File: config.mk
export PLATFORM = sky130hd
export DESIGN_NAME = emu_phy_mgmt
export DESIGN_NICKNAME = d
export VERILOG_FILES = /design/src/verilog/emu_phy_pkg.sv /design/src/verilog/mdio_regs_if.sv /design/src/verilog/emu_phy_regfile.sv /design/src/verilog/emu_phy_mgmt.sv
export SDC_FILE = /design/constraint.sdc
export NUM_CORES = 1
export LEC_CHECK = 0
export BUFFER_PORTS_ARGS = -buffer_cell sky130_fd_sc_hd__buf_2
export CAP_MARGIN = 20
export CORE_ASPECT_RATIO = 0.6
export CORE_MARGIN = 3
export CORE_UTILIZATION = 50
export CTS_BUF_LIST = sky130_fd_sc_hd__clkbuf_8
export DETAILED_ROUTE_END_ITERATION = 10
export PLACE_DENSITY_LB_ADDON = 0.05
export RECOVER_POWER = 25
export SLEW_MARGIN = 10
export SYNTH_ARGS = -nofsm -noshare
export SYNTH_HDL_FRONTEND = slang
export SYNTH_HIERARCHICAL = 1
export SYNTH_SLANG_ARGS = --single-unit
File: constraint.sdc
create_clock -name i_sys_clk -period 2.7 [get_ports i_sys_clk]
set_input_delay 0.54 -clock i_sys_clk [delete_from_list [all_inputs] [get_ports i_sys_clk]]
set_output_delay 0.54 -clock i_sys_clk [all_outputs]
set_load 0.01 [all_outputs]
File: src/verilog/emu_phy_pkg.sv
package emu_phy_pkg;
  // ==========================================================
  // register addresses
  localparam logic [4:0] ADDR_CONTROL   = 5'h00;
  localparam logic [4:0] ADDR_STATUS    = 5'h01;
  localparam logic [4:0] ADDR_ADVERT    = 5'h04;
  localparam logic [4:0] ADDR_PARTNER   = 5'h05;
  localparam logic [4:0] ADDR_LOCAL     = 5'h10;
  localparam logic [4:0] ADDR_REMOTE    = 5'h11;
  // ==========================================================
  // reset values and fields
  localparam logic [15:0] CONTROL_RST   = 16'h3100;
  localparam logic [15:0] STATUS_RST    = 16'h7809;
  localparam logic [15:0] ADVERT_RST    = 16'h05E1;
  localparam logic [15:0] PARTNER_RST   = 16'h01E0;
  localparam logic [15:0] LOCAL_RST     = 16'h0000;
  localparam logic [15:0] REMOTE_RST    = 16'h0000;
  localparam int          BIT_LOOPBACK  = 14;
  localparam int          BIT_AN_ON     = 12;
  localparam int          BIT_SPEED     = 13;
  localparam int          BIT_DUPLEX    = 8;
  localparam int          BIT_LINK      = 2;
  localparam int          BIT_RFAULT    = 4;
  localparam int          BIT_AN_DONE   = 5;
  localparam int          BIT_MAC_ON    = 0;
  localparam int          NUM_PORTS     = 3;
  // ==========================================================
  // management frame shape
  localparam logic [1:0]  OP_WRITE      = 2'h1;
  localparam logic [1:0]  OP_READ       = 2'h2;
  localparam logic [5:0]  PREAMBLE_MIN  = 6'h20;
  localparam logic [5:0]  HDR_BITS      = 6'h0E;
  localparam logic [5:0]  FRAME_BITS    = 6'h20;
  localparam logic [4:0]  PHY_ADDR_DEF  = 5'h00;
endpackage : emu_phy_pkg

File: src/verilog/mdio_regs_if.sv
interface mdio_regs_if;
  logic        wr;
  logic        rd;
  logic [4:0]  addr;
  logic [15:0] wdata;
  logic [15:0] rdata;
  modport frame (output wr, output rd, output addr, output wdata, input rdata);
  modport regs  (input wr, input rd, input addr, input wdata, output rdata);
endinterface : mdio_regs_if

File: src/verilog/emu_phy_regfile.sv
module emu_phy_regfile (
  input  wire logic        i_sys_clk,
  input  wire logic        i_reset_n,
  input  wire logic        i_link_up,
  input  wire logic        i_fault_evt,
  input  wire logic        i_an_done,
  mdio_regs_if.regs        bus,
  output logic             o_loopback,
  output logic             o_fixed_full,
  output logic             o_fixed_100
);
  logic        loopback_r;
  logic [15:0] remote_r;
  logic        rfault_r;
  logic [15:0] control_w;
  logic [15:0] status_w;

  // ==========================================================
  // writable state
  // control writes masked to the loopback bit, remote word taken whole
  always_ff @(posedge i_sys_clk or negedge i_reset_n) begin
    if (!i_reset_n) begin
      loopback_r <= 1'b0;
    end else if (bus.wr && bus.addr == emu_phy_pkg::ADDR_CONTROL) begin
      loopback_r <= bus.wdata[emu_phy_pkg::BIT_LOOPBACK];
    end
  end

  always_ff @(posedge i_sys_clk or negedge i_reset_n) begin
    if (!i_reset_n) begin
      remote_r <= emu_phy_pkg::REMOTE_RST;
    end else if (bus.wr && bus.addr == emu_phy_pkg::ADDR_REMOTE) begin
      remote_r <= bus.wdata;
    end
  end

  // clear on read, a new fault wins over the clear
  always_ff @(posedge i_sys_clk or negedge i_reset_n) begin
    if (!i_reset_n) begin
      rfault_r <= 1'b0;
    end else if (i_fault_evt) begin
      rfault_r <= 1'b1;
    end else if (bus.rd && bus.addr == emu_phy_pkg::ADDR_STATUS) begin
      rfault_r <= 1'b0;
    end
  end

  // ==========================================================
  // read view
  always_comb begin
    control_w = emu_phy_pkg::CONTROL_RST;
    control_w[emu_phy_pkg::BIT_LOOPBACK] = loopback_r;
    status_w = emu_phy_pkg::STATUS_RST;
    status_w[emu_phy_pkg::BIT_LINK] = i_link_up;
    status_w[emu_phy_pkg::BIT_RFAULT] = rfault_r;
    status_w[emu_phy_pkg::BIT_AN_DONE] = i_an_done;
  end

  always_comb begin
    case (bus.addr)
      emu_phy_pkg::ADDR_CONTROL: bus.rdata = control_w;
      emu_phy_pkg::ADDR_STATUS:  bus.rdata = status_w;
      emu_phy_pkg::ADDR_ADVERT:  bus.rdata = emu_phy_pkg::ADVERT_RST;
      emu_phy_pkg::ADDR_PARTNER: bus.rdata = emu_phy_pkg::PARTNER_RST;
      emu_phy_pkg::ADDR_LOCAL:   bus.rdata = emu_phy_pkg::LOCAL_RST;
      emu_phy_pkg::ADDR_REMOTE:  bus.rdata = remote_r;
      default:                   bus.rdata = 16'h0000;
    endcase
  end

  // speed mode: with autoneg on, bits 8 and 13 are ignored
  always_ff @(posedge i_sys_clk or negedge i_reset_n) begin
    if (!i_reset_n) begin
      o_loopback   <= 1'b0;
      o_fixed_full <= 1'b0;
      o_fixed_100  <= 1'b0;
    end else begin
      o_loopback   <= loopback_r;
      o_fixed_full <= !control_w[emu_phy_pkg::BIT_AN_ON] && control_w[emu_phy_pkg::BIT_DUPLEX];
      o_fixed_100  <= !control_w[emu_phy_pkg::BIT_AN_ON] && control_w[emu_phy_pkg::BIT_SPEED];
    end
  end

  chk_remote_store: assert property (@(posedge i_sys_clk) disable iff (!i_reset_n)
    bus.wr && bus.addr == emu_phy_pkg::ADDR_REMOTE |=> remote_r == $past(bus.wdata))
    else $error("remote word not stored");
  chk_control_fixed: assert property (@(posedge i_sys_clk) disable iff (!i_reset_n)
    bus.addr == emu_phy_pkg::ADDR_CONTROL |-> (bus.rdata & 16'hBFFF) == emu_phy_pkg::CONTROL_RST)
    else $error("control fixed bits changed");
  chk_loopback_out: assert property (@(posedge i_sys_clk) disable iff (!i_reset_n)
    bus.wr && bus.addr == emu_phy_pkg::ADDR_CONTROL
    |=> ##1 o_loopback == $past(bus.wdata[emu_phy_pkg::BIT_LOOPBACK], 2))
    else $error("loopback output does not follow write");
  chk_fault_clear: assert property (@(posedge i_sys_clk) disable iff (!i_reset_n)
    bus.rd && bus.addr == emu_phy_pkg::ADDR_STATUS && !i_fault_evt |=> !rfault_r)
    else $error("remote fault not cleared by read");
  chk_unmapped_zero: assert property (@(posedge i_sys_clk) disable iff (!i_reset_n)
    bus.addr == 5'h02 |-> bus.rdata == 16'h0000)
    else $error("unmapped address not zero");
endmodule : emu_phy_regfile

File: src/verilog/emu_phy_mgmt.sv
module emu_phy_mgmt #(
  parameter logic [4:0] PHY_ADDR = emu_phy_pkg::PHY_ADDR_DEF
) (
  input  wire logic                          i_sys_clk,
  input  wire logic                          i_reset_n,
  input  wire logic                          i_mdc,
  input  wire logic                          i_mdio,
  input  wire logic [emu_phy_pkg::NUM_PORTS-1:0] i_port_mac_control_lsb,
  input  wire logic                          i_remote_fault,
  input  wire logic                          i_an_done_flag,
  output logic                               o_mdio,
  output logic                               o_mdio_oe,
  output logic                               o_loopback,
  output logic                               o_fixed_full,
  output logic                               o_fixed_100
);
  typedef enum {ST_IDLE, ST_HDR, ST_TA, ST_DATA} state_t;

  mdio_regs_if rbus ();

  logic [2:0]  mdc_sync_r;
  logic [1:0]  mdio_sync_r;
  logic        mdc_rise;
  logic        mdc_fall;
  logic        mdio_in;
  state_t      state_r;
  logic [5:0]  cnt_r;
  logic [13:0] hdr_r;
  logic [15:0] shift_r;
  logic        is_read_r;
  logic        mine_r;
  logic [4:0]  reg_addr_r;
  logic        wr_r;
  logic        rd_r;
  logic [emu_phy_pkg::NUM_PORTS-1:0] mac_s1_r;
  logic [emu_phy_pkg::NUM_PORTS-1:0] mac_s2_r;
  logic        link_r;
  logic        fault_s1_r;
  logic        fault_s2_r;
  logic        an_s1_r;
  logic        an_s2_r;

  // the data phase ends on the rise whose count reaches frame bits less this
  localparam logic [5:0] HDR_LEN_PAD = 6'h11;

  // ==========================================================
  // pin synchronisers
  always_ff @(posedge i_sys_clk or negedge i_reset_n) begin
    if (!i_reset_n) begin
      mdc_sync_r  <= 3'h0;
      mdio_sync_r <= 2'h3;
    end else begin
      mdc_sync_r  <= {mdc_sync_r[1:0], i_mdc};
      mdio_sync_r <= {mdio_sync_r[0], i_mdio};
    end
  end
  // edges judged on stages two and three only
  assign mdc_rise = mdc_sync_r[1] && !mdc_sync_r[2];
  assign mdc_fall = !mdc_sync_r[1] && mdc_sync_r[2];
  assign mdio_in  = mdio_sync_r[1];

  // ==========================================================
  // status inputs, two flops each since they may come from other logic
  always_ff @(posedge i_sys_clk or negedge i_reset_n) begin
    if (!i_reset_n) begin
      mac_s1_r   <= '0;
      mac_s2_r   <= '0;
      fault_s1_r <= 1'b0;
      fault_s2_r <= 1'b0;
      an_s1_r    <= 1'b0;
      an_s2_r    <= 1'b0;
      link_r     <= 1'b0;
    end else begin
      mac_s1_r   <= i_port_mac_control_lsb;
      mac_s2_r   <= mac_s1_r;
      fault_s1_r <= i_remote_fault;
      fault_s2_r <= fault_s1_r;
      an_s1_r    <= i_an_done_flag;
      an_s2_r    <= an_s1_r;
      link_r     <= |mac_s2_r;
    end
  end

  // ==========================================================
  // frame engine: preamble count, header, turnaround, data
  // clause 22 frame
  always_ff @(posedge i_sys_clk or negedge i_reset_n) begin
    if (!i_reset_n) begin
      state_r    <= ST_IDLE;
      cnt_r      <= 6'h00;
      hdr_r      <= 14'h0000;
      shift_r    <= 16'h0000;
      is_read_r  <= 1'b0;
      mine_r     <= 1'b0;
      reg_addr_r <= 5'h00;
      wr_r       <= 1'b0;
      rd_r       <= 1'b0;
    end else begin
      wr_r <= 1'b0;
      rd_r <= 1'b0;
      if (mdc_rise) begin
        case (state_r)
          ST_IDLE: begin
            if (mdio_in) begin
              if (cnt_r != emu_phy_pkg::PREAMBLE_MIN) begin
                cnt_r <= cnt_r + 6'h01;
              end
            end else if (cnt_r == emu_phy_pkg::PREAMBLE_MIN) begin
              // first start bit seen
              hdr_r   <= 14'h0000;
              cnt_r   <= 6'h01;
              state_r <= ST_HDR;
            end else begin
              cnt_r <= 6'h00;
            end
          end
          ST_HDR: begin
            hdr_r <= {hdr_r[12:0], mdio_in};
            cnt_r <= cnt_r + 6'h01;
            if (cnt_r == emu_phy_pkg::HDR_BITS - 6'h01) begin
              // hdr bits: start(1) op(2) phy(5) reg(5) after the first start bit
              // twelve bits shifted so far: start at 11, op at 10:9, phy at 8:4
              is_read_r  <= hdr_r[10:9] == emu_phy_pkg::OP_READ;
              mine_r     <= hdr_r[8:4] == PHY_ADDR && hdr_r[11] &&
                            (hdr_r[10:9] == emu_phy_pkg::OP_READ ||
                             hdr_r[10:9] == emu_phy_pkg::OP_WRITE);
              reg_addr_r <= {hdr_r[3:0], mdio_in};
              state_r    <= ST_TA;
              cnt_r      <= 6'h00;
            end
          end
          ST_TA: begin
            cnt_r <= cnt_r + 6'h01;
            if (cnt_r == 6'h01) begin
              cnt_r   <= 6'h00;
              state_r <= ST_DATA;
              if (is_read_r && mine_r) begin
                shift_r <= rbus.rdata;
                rd_r    <= 1'b1;
              end
            end
          end
          ST_DATA: begin
            cnt_r <= cnt_r + 6'h01;
            // read words move up one bit per rise, so the next fall drives the next bit
            if (is_read_r) begin
              shift_r <= {shift_r[14:0], 1'b0};
            end else begin
              shift_r <= {shift_r[14:0], mdio_in};
            end
            if (cnt_r == emu_phy_pkg::FRAME_BITS - HDR_LEN_PAD) begin
              state_r <= ST_IDLE;
              cnt_r   <= 6'h00;
              wr_r    <= mine_r && !is_read_r;
            end
          end
          default: begin
            state_r <= ST_IDLE;
            cnt_r   <= 6'h00;
          end
        endcase
      end
    end
  end

  // write data is the full shifted word once the frame ends
  assign rbus.wr    = wr_r;
  assign rbus.rd    = rd_r;
  assign rbus.addr  = reg_addr_r;
  assign rbus.wdata = shift_r;

  // ==========================================================
  // pin driver: change data on mdc fall, so the master samples on rise
  always_ff @(posedge i_sys_clk or negedge i_reset_n) begin
    if (!i_reset_n) begin
      o_mdio    <= 1'b1;
      o_mdio_oe <= 1'b0;
    end else if (mdc_fall) begin
      if (state_r == ST_TA && cnt_r == 6'h01 && is_read_r && mine_r) begin
        // second turnaround bit driven low
        o_mdio    <= 1'b0;
        o_mdio_oe <= 1'b1;
      end else if (state_r == ST_DATA && is_read_r && mine_r) begin
        o_mdio    <= shift_r[15];
        o_mdio_oe <= 1'b1;
      end else begin
        o_mdio    <= 1'b1;
        o_mdio_oe <= 1'b0;
      end
    end
  end

  emu_phy_regfile u_regs (
    .i_sys_clk    (i_sys_clk),
    .i_reset_n    (i_reset_n),
    .i_link_up    (link_r),
    .i_fault_evt  (fault_s2_r),
    .i_an_done    (an_s2_r),
    .bus          (rbus),
    .o_loopback   (o_loopback),
    .o_fixed_full (o_fixed_full),
    .o_fixed_100  (o_fixed_100)
  );

  chk_link_follows: assert property (@(posedge i_sys_clk) disable iff (!i_reset_n)
    |mac_s2_r |=> link_r)
    else $error("link flag not set with mac enabled");
  // the pin is let go on the first fall after the frame, not on the last rise
  chk_ta_release: assert property (@(posedge i_sys_clk) disable iff (!i_reset_n)
    state_r == ST_IDLE && mdc_fall |=> !o_mdio_oe)
    else $error("pin driven outside a read frame");
  chk_turn_low: assert property (@(posedge i_sys_clk) disable iff (!i_reset_n)
    mdc_fall && state_r == ST_TA && cnt_r == 6'h01 && is_read_r && mine_r
    |=> o_mdio_oe && !o_mdio)
    else $error("second turnaround bit not driven low");
  chk_read_shift: assert property (@(posedge i_sys_clk) disable iff (!i_reset_n)
    mdc_rise && state_r == ST_DATA && is_read_r
    |=> shift_r[15:1] == $past(shift_r[14:0]))
    else $error("read word not advanced");
  chk_foreign_quiet: assert property (@(posedge i_sys_clk) disable iff (!i_reset_n)
    mdc_fall && !mine_r |=> !o_mdio_oe)
    else $error("pin driven for another address");
  chk_write_single: assert property (@(posedge i_sys_clk) disable iff (!i_reset_n)
    rbus.wr |=> !rbus.wr)
    else $error("write strobe longer than one cycle");
  chk_read_strobe: assert property (@(posedge i_sys_clk) disable iff (!i_reset_n)
    rbus.rd |-> is_read_r && mine_r)
    else $error("read strobe outside an own read frame");
  chk_start_seen: assert property (@(posedge i_sys_clk) disable iff (!i_reset_n)
    mdc_rise && state_r == ST_IDLE && !mdio_in && cnt_r == emu_phy_pkg::PREAMBLE_MIN
    |=> state_r == ST_HDR)
    else $error("start bit after preamble not taken");
  chk_no_write_read: assert property (@(posedge i_sys_clk) disable iff (!i_reset_n)
    rbus.wr |-> !is_read_r && mine_r)
    else $error("write strobe on a read frame");
  chk_an_zero: assert property (@(posedge i_sys_clk) disable iff (!i_reset_n)
    !an_s2_r |-> !rbus.rdata[emu_phy_pkg::BIT_AN_DONE] || rbus.addr != emu_phy_pkg::ADDR_STATUS)
    else $error("autoneg done shown while clear");
  cov_write: cover property (@(posedge i_sys_clk) rbus.wr);
  cov_read: cover property (@(posedge i_sys_clk) rbus.rd);
  cov_link: cover property (@(posedge i_sys_clk) link_r);
  cov_status_read: cover property (@(posedge i_sys_clk)
    rbus.rd && rbus.addr == emu_phy_pkg::ADDR_STATUS);
  cov_loopback: cover property (@(posedge i_sys_clk) o_loopback);
endmodule : emu_phy_mgmt

==> impl_metrics.csv, run 1 <==
group,metric,value,unit
placed_design,hpwl,4.65,mm
detailed_routing,postRouteAntennaNets,0,
synthesis,ys.flop_type,"dfrtp_1",
pwr,p_leak,1.98,nW
critical_path,crit_required,2930,ps
clock_tree,post_cts_buffers,0,
hold_path,hold-path-endpoint,"mdio_sync_r[0]",
synthesis,ys_ff_latch,82,
critical_path,end_kind,"register",
floorplanning,initial_core_util,52.1,%
floorplanning,chipHeight,73.9,um
detailed_routing,drcViolationCount,0,
cells_and_area,nNetsFinal,329,
clock_tree,numCtsBuffers,9,
clock_tree,htree_levels,3,
hold_path,timing.hold.worst.class,"in2reg",
timing,relSlewSlack,7.33,%
detailed_routing,viasPerCell,5.32,
floorplanning,rows,24,
cells_and_area,fin_util,56.6,%
critical_path,r2r-end,"rbus.wdata[2]",
pwr,power-per-cell-area,547,mW/mm^2
clock_tree,cts_resized,0,
placed_design,place_congestion,0.801,
synthesis,yosys_warnings,6,
critical_path,reg2reg_slack,460,ps
clock_tree,max-clock-path-buffers,2,
pwr,p_clk_share,37.9,%
timing,fmax,0.446,GHz
run,maxCapViolCount,0,
pwr,combPwrFrac,5.6,%
synthesis,synth.cell_area,0.00384,sq mm
floorplanning,die_area,0.00879,sq mm
floorplanning,pin_count,14,
synthesis,yosys-top-cells-area,"dfrtp_1 52%, mux2_2 14%, mux2_4 3.9%",
global_route,grt_pass1_wl,11.6,mm
pwr,ir_drop,0.345,mV
floorplanning,dieWidth,119,um
global_route,antenna_found_initial,0,
timing,setup_violations,0,
clock_tree,cts.clk_slew.worst_paths,80,ps
critical_path,r2r_start,"cnt_r[1]",
cells_and_area,syn_to_final_growth,8.64,%
status,outcome,"completed",
clock_tree,insertion_delay,350,ps
critical_path,crit_fanout,16,
timing,slew_viol_final,0,
critical_path,r2r_cells,6,
pwr,power_switching,0.532,mW
critical_path,worstSetupPathType,"reg2reg",
global_route,grt_start_max_net_pins,38,
detailed_routing,wirelength,6.92,mm
timing,tightest_slew,1390,ps
synthesis,synth_top_area_cell,"dfrtp_1",
synthesis,synth-edff-count,0,
cells_and_area,drive_gt1_share,33.0,%
global_route,grt_pass1_vias,2139,
pwr,p_seq_share,56.5,%
pwr,power.internal,1.75,mW
cells_and_area,num-fill-cells,646,
hold_path,hold_path_startpoint,"i_mdio",
timing,skew,9.19,ps
detailed_routing,num_vias,2227,
synthesis,ys_async_sr_fraction,100,%
global_route,grt-ovfl-total,0,
timing,final.period_utilization,83.0,%
floorplanning,coreArea,0.00736,sq mm
placed_design,portBuffers,11,
global_route,track_usage,17.3,%
clock_tree,cts_tree,"built",
synthesis,synth_cell_types,58,
critical_path,arrival,2470,ps
timing,rsz0062_at_grt,"no",
timing,finalSetupTns,0,ps
detailed_routing,routedWlPerCell,16.5,um
hold_path,min_path_cells,1,
synthesis,syn_avg_cell_area,13.0,sq um
clock_tree,ctsRootBufferMaster,"clkbuf_8",
synthesis,synth_top_cell_area_share,51.5,%
clock_tree,postCtsHoldBufs,0,
detailed_routing,drt_first_pass_iters,4,
synthesis,syn_inst,294,
critical_path,start_kind,"register",
timing,min_period,2240,ps
synthesis,seq_area_frac_synth,53.6,%
detailed_routing,drt_iter0_drc,159,
timing,hold_viol_final,0,
cells_and_area,diodes,0,
pwr,switching_share,23.4,%
clock_tree,clock_sinks,82,
stage by stage:
stage               setup slack [ps]  power (mW)  hold WS, ps  std cells  cell area, sq um
floorplan                        651        1.40          244        295              3840
global placement                 491        1.44          332        404              3990
detailed placement               456        1.44          336        404              3990
CTS                              441        2.32         97.4        419              4190
global route                     222        2.39          265        419              4170
finish                           460        2.28          290        419              4170
cell families after synthesis:
logic type | after synthesis | synth area share, %
muxes | 61 | 18.8
and+or+nand+nor | 70 | 11.5
adders and majority gates | 9 | 2.94
buffers and inverters | 23 | 3.49
xor gates and xnor gates | 4 | 0.913
DFF | 82 | 53.6
other | 1 | 0.0978
AOI/OAI and AO/OA | 44 | 8.74
cell type report:
class	count	area, sq um	share of cell area, %
Timing Repair Buffer	17	96.3	2.31
Clock buffer	10	138	3.30
Inverter	11	41.3	0.991
Tap cell	104	130	3.12
Clock inverter	5	56.3	1.35
Sequential cell	82	2060	49.3
Multi-Input combinational cell	190	1650	39.6
worst max-delay path: stages (launching register included):
cell	delay [ps]
dfrtp_1	430
inv_1	90
ha_1	150
or2b_2	340
o32a_4	420
nor2_8	310
mux2_2	380
worst max path at each step:
stage / start / slack [ps] / end / depth (start not counted)
2_1_floorplan: cnt_r[1] / 650 / rbus.wdata[10] / 7
3_3_place_gp: cnt_r[1] / 490 / rbus.wdata[2] / 6
3_5_place_dp: cnt_r[1] / 460 / rbus.wdata[0] / 6
4_1_cts: cnt_r[1] / 440 / rbus.wdata[2] / 6
5_1_grt: i_reset_n / 220 / u_regs/remote_r[2] / 2
6_report: cnt_r[1] / 460 / rbus.wdata[2] / 6
sequential cells by signal (all words and copies together), names as in the netlist, 2 cells and up:
name             flops
u_regs/remote_r     16
state_r              2
mac_s2_r             3
mac_s1_r             3
cnt_r                6
hdr_r               12
mdio_sync_r          2
rbus.addr            5
mdc_sync_r           3
rbus.wdata          16
synth_stat cells, drive strengths merged, types with 4 or more instances:
library cell and count:
dfrtp 79, mux2 57, nand2 14, a22o 13, inv 11, buf 10
nor2 10, ha 9, a21oi 8, nor4 5, o21ai 5, o31ai 5
mux2i 4, nand2b 4, nand3 4, nor2b 4, nor3 4
cell usage in the layout (no fill, tap or decap), drive strengths merged, types with 4 or more instances in the layout:
cell | synthesis | final
dfrtp | 79 | 79
mux2 | 57 | 57
buf | 10 | 15
nand2 | 14 | 14
a22o | 13 | 13
inv | 11 | 12
clkbuf | 2 | 12
nor2 | 10 | 10
ha | 9 | 9
a21oi | 8 | 8
nor4 | 5 | 5
o21ai | 5 | 5
o31ai | 5 | 5
nand2b | 4 | 4
nor2b | 4 | 4
mux2i | 4 | 4
nor3 | 4 | 4
nand3 | 4 | 4
power by group through the flow:
stage	logic, mW	clock network (mW)	registers, mW
CTS	0.134	0.901	1.29
finish	0.128	0.864	1.29
global route	0.150	0.951	1.29
global placement	0.134	0	1.31
detailed placement	0.132	0	1.31
floorplan	0.0977	0	1.30
layer usage:
layer | up-vias | part of all wire, % | global-route usage [%]
met2 | 49 | 38 | 21.8
li1 | 1089 | - | -
met5 | - | 0 | 0
met1 | 1080 | 56 | 28.1
met4 | 0 | 1.0 | 5.39
met3 | 9 | 5.2 | 4.69
Power figures use the tool's default switching activity.
==> run 2, diff against run 1 <==
- clock period: 2.7 -> 2.3 ns (I/O delays scaled with it)
==> run 2 against run 1 <==
Compared with the run above: sequential cell count unchanged; critical path depth up 1; total power up 14%; clock power increased by 6.9%; via count up 4.4%; first-iteration DRC count rose by 4.4%; wire length rose by 3.2%; sequential share of layout area fell by 1.0 points; non-clock buffer count up 9; sequential power increased by 16%; die area unchanged; combinational power up 41%.
==> impl_metrics.csv, run 2 (same netlist as run 1, synthesis figures left out) <==
group,metric,value,unit
clock_tree,numCtsBuffers,9,
cells_and_area,layout.cells.non_filler,429,
critical_path,r2r-end,"rbus.wdata[15]",
cells_and_area,diodes,0,
global_route,grt_start_max_net_pins,42,
global_route,grt_pass1_vias,2310,
critical_path,r2r_cells,7,
timing,whs,196,ps
cells_and_area,layout_common_cells,"79 x dfrtp_1, 47 x mux2_2, 14 x nand2_1",
hold_path,hold_path_startpoint,"i_mdio",
pwr,p_leak,2.04,nW
cells_and_area,drive_gt1_share,35.1,%
critical_path,crit_path_max_incr_delay,430,ps
detailed_routing,routedWlPerCell,16.7,um
global_route,grt-ovfl-total,0,
timing,finalSetupTns,0,ps
floorplanning,pin_count,14,
timing,min_period,2210,ps
critical_path,crit_chain,"inv_1, ha_1, or2b_2, o32a_4, nor2_8, buf_12, mux2_2",
cells_and_area,final_common_cell,"dfrtp_1",
critical_path,start_kind,"register",
clock_tree,insertion_delay,360,ps
run,maxCapViolCount,0,
critical_path,r2r_start,"cnt_r[1]",
placed_design,portBuffers,11,
critical_path,cp_slowest_cell,"dfrtp_1",
global_route,track_usage,18.2,%
detailed_routing,drcViolationCount,0,
global_route,antenna_found_initial,0,
placed_design,hpwl,4.95,mm
hold_path,hold-path-endpoint,"mdio_sync_r[0]",
timing,setup_violations,0,
floorplanning,coreArea,0.00736,sq mm
pwr,total_power,2.61,mW
clock_tree,clock_sinks,82,
clock_tree,cts_tree,"built",
detailed_routing,num_vias,2326,
pwr,ir_drop,0.455,mV
pwr,power-per-cell-area,612,mW/mm^2
critical_path,crit_fanout,12,
clock_tree,cts.clk_slew.worst_paths,80,ps
detailed_routing,postRouteAntennaNets,0,
hold_path,min_path_cells,1,
floorplanning,dieWidth,119,um
floorplanning,die_area,0.00879,sq mm
timing,skew,10.7,ps
cells_and_area,num-fill-cells,630,
critical_path,reg2reg_slack,90,ps
hold_path,timing.hold.worst.class,"in2reg",
clock_tree,htree_levels,3,
floorplanning,initial_core_util,52.1,%
global_route,grt_pass1_wl,12.0,mm
timing,slew_viol_final,0,
cells_and_area,syn_to_final_growth,10.9,%
timing,final.period_utilization,96.1,%
detailed_routing,drt_first_pass_iters,4,
status,outcome,"completed",
timing,rsz0062_at_grt,"no",
critical_path,arrival,2460,ps
timing,fmax,0.452,GHz
clock_tree,max-clock-path-buffers,2,
timing,hold_viol_final,0,
detailed_routing,wirelength,7.15,mm
clock_tree,ctsRootBufferMaster,"clkbuf_8",
detailed_routing,viasPerCell,5.42,
critical_path,worstSetupPathType,"reg2reg",
critical_path,end_kind,"register",
floorplanning,chipHeight,73.9,um
timing,tightest_slew,1080,ps
critical_path,crit_required,2550,ps
floorplanning,rows,24,
placed_design,place_congestion,0.821,
detailed_routing,drt_iter0_drc,166,
placed_design,dp.cells,411,
timing,relSlewSlack,27.8,%
cells_and_area,nNetsFinal,338,
## run 2: cell types whose count changed in the layout (fill, tap and decap cells not counted), sizes merged
| cell | delta |
|---|---|
| buf | +10 |
| clkinv | +1 |
| bufinv | -1 |
| inv | +1 |
| clkbuf | -1 |
## run 2: repair_timing
| item | CTS | global route |
|---|---|---|
| buffers inserted | 0 | 2 |
| hold endpoints to repair | 0 | 0 |
| resized for setup | 0 | 0 |
| setup endpoints to repair | 0 | 10 |
| hold buffers | 0 | 0 |
## run 2: worst max-delay path, delay by kind of cell (launching register included)
| kind | cells | cell delay [ps] |
|---|---|---|
| AOI/OAI and AO/OA | 1 | 420 |
| adders and majority gates | 1 | 170 |
| buffers and inverters | 2 | 250 |
| DFF | 1 | 430 |
| muxes | 1 | 350 |
| and+or+nand+nor | 2 | 480 |
## run 2: cell type report
class / instances / area (sq um) / share of cell area, %
inverter: 11 / 41.3 / 0.970
clock inverter: 6 / 35.0 / 0.823
sequential: 82 / 2060 / 48.3
multi-input combinational: 190 / 1650 / 38.8
clock buffer: 10 / 138 / 3.23
tap: 104 / 130 / 3.06
timing repair buffer: 26 / 205 / 4.82
## run 2: stage by stage
| stage | cell area [sq um] | util (%) | setup slack, ps |
|---|---|---|---|
| CTS | 4230 | 57.5 | 12.6 |
| detailed placement | 4060 | 55.2 | 35.6 |
| global placement | 4060 | 55.2 | 89.4 |
| floorplan | 3840 | - | 251 |
| global route | 4260 | 57.8 | 26.1 |
| finish | 4260 | 57.8 | 88.9 |
## run 2: how the worst max path moves through the flow
stage	from	endpoint	slack, ps	cells after the start
after CTS	cnt_r[1]	rbus.wdata[15]	10	6
final	cnt_r[1]	rbus.wdata[15]	90	7
after detailed placement	cnt_r[1]	rbus.wdata[15]	40	6
after global placement	cnt_r[1]	rbus.wdata[2]	90	6
after floorplan	cnt_r[1]	rbus.wdata[10]	250	7
after global routing	cnt_r[1]	rbus.wdata[0]	30	7
## run 2: where the power goes
| part | leakage, nW | switching (mW) | internal (mW) |
|---|---|---|---|
| sequential | 1.09 | 0.0266 | 1.47 |
| combinational | 0.858 | 0.114 | 0.0662 |
| clock | 0.0869 | 0.513 | 0.412 |
## run 2: per-layer routing
metal	up-vias	share of wire [%]	track usage, %
li1	1105	-	-
met1	1168	54	27.6
met2	43	40	24.5
met3	10	4.4	5.62
met4	0	1.4	6.55
met5	-	0	0
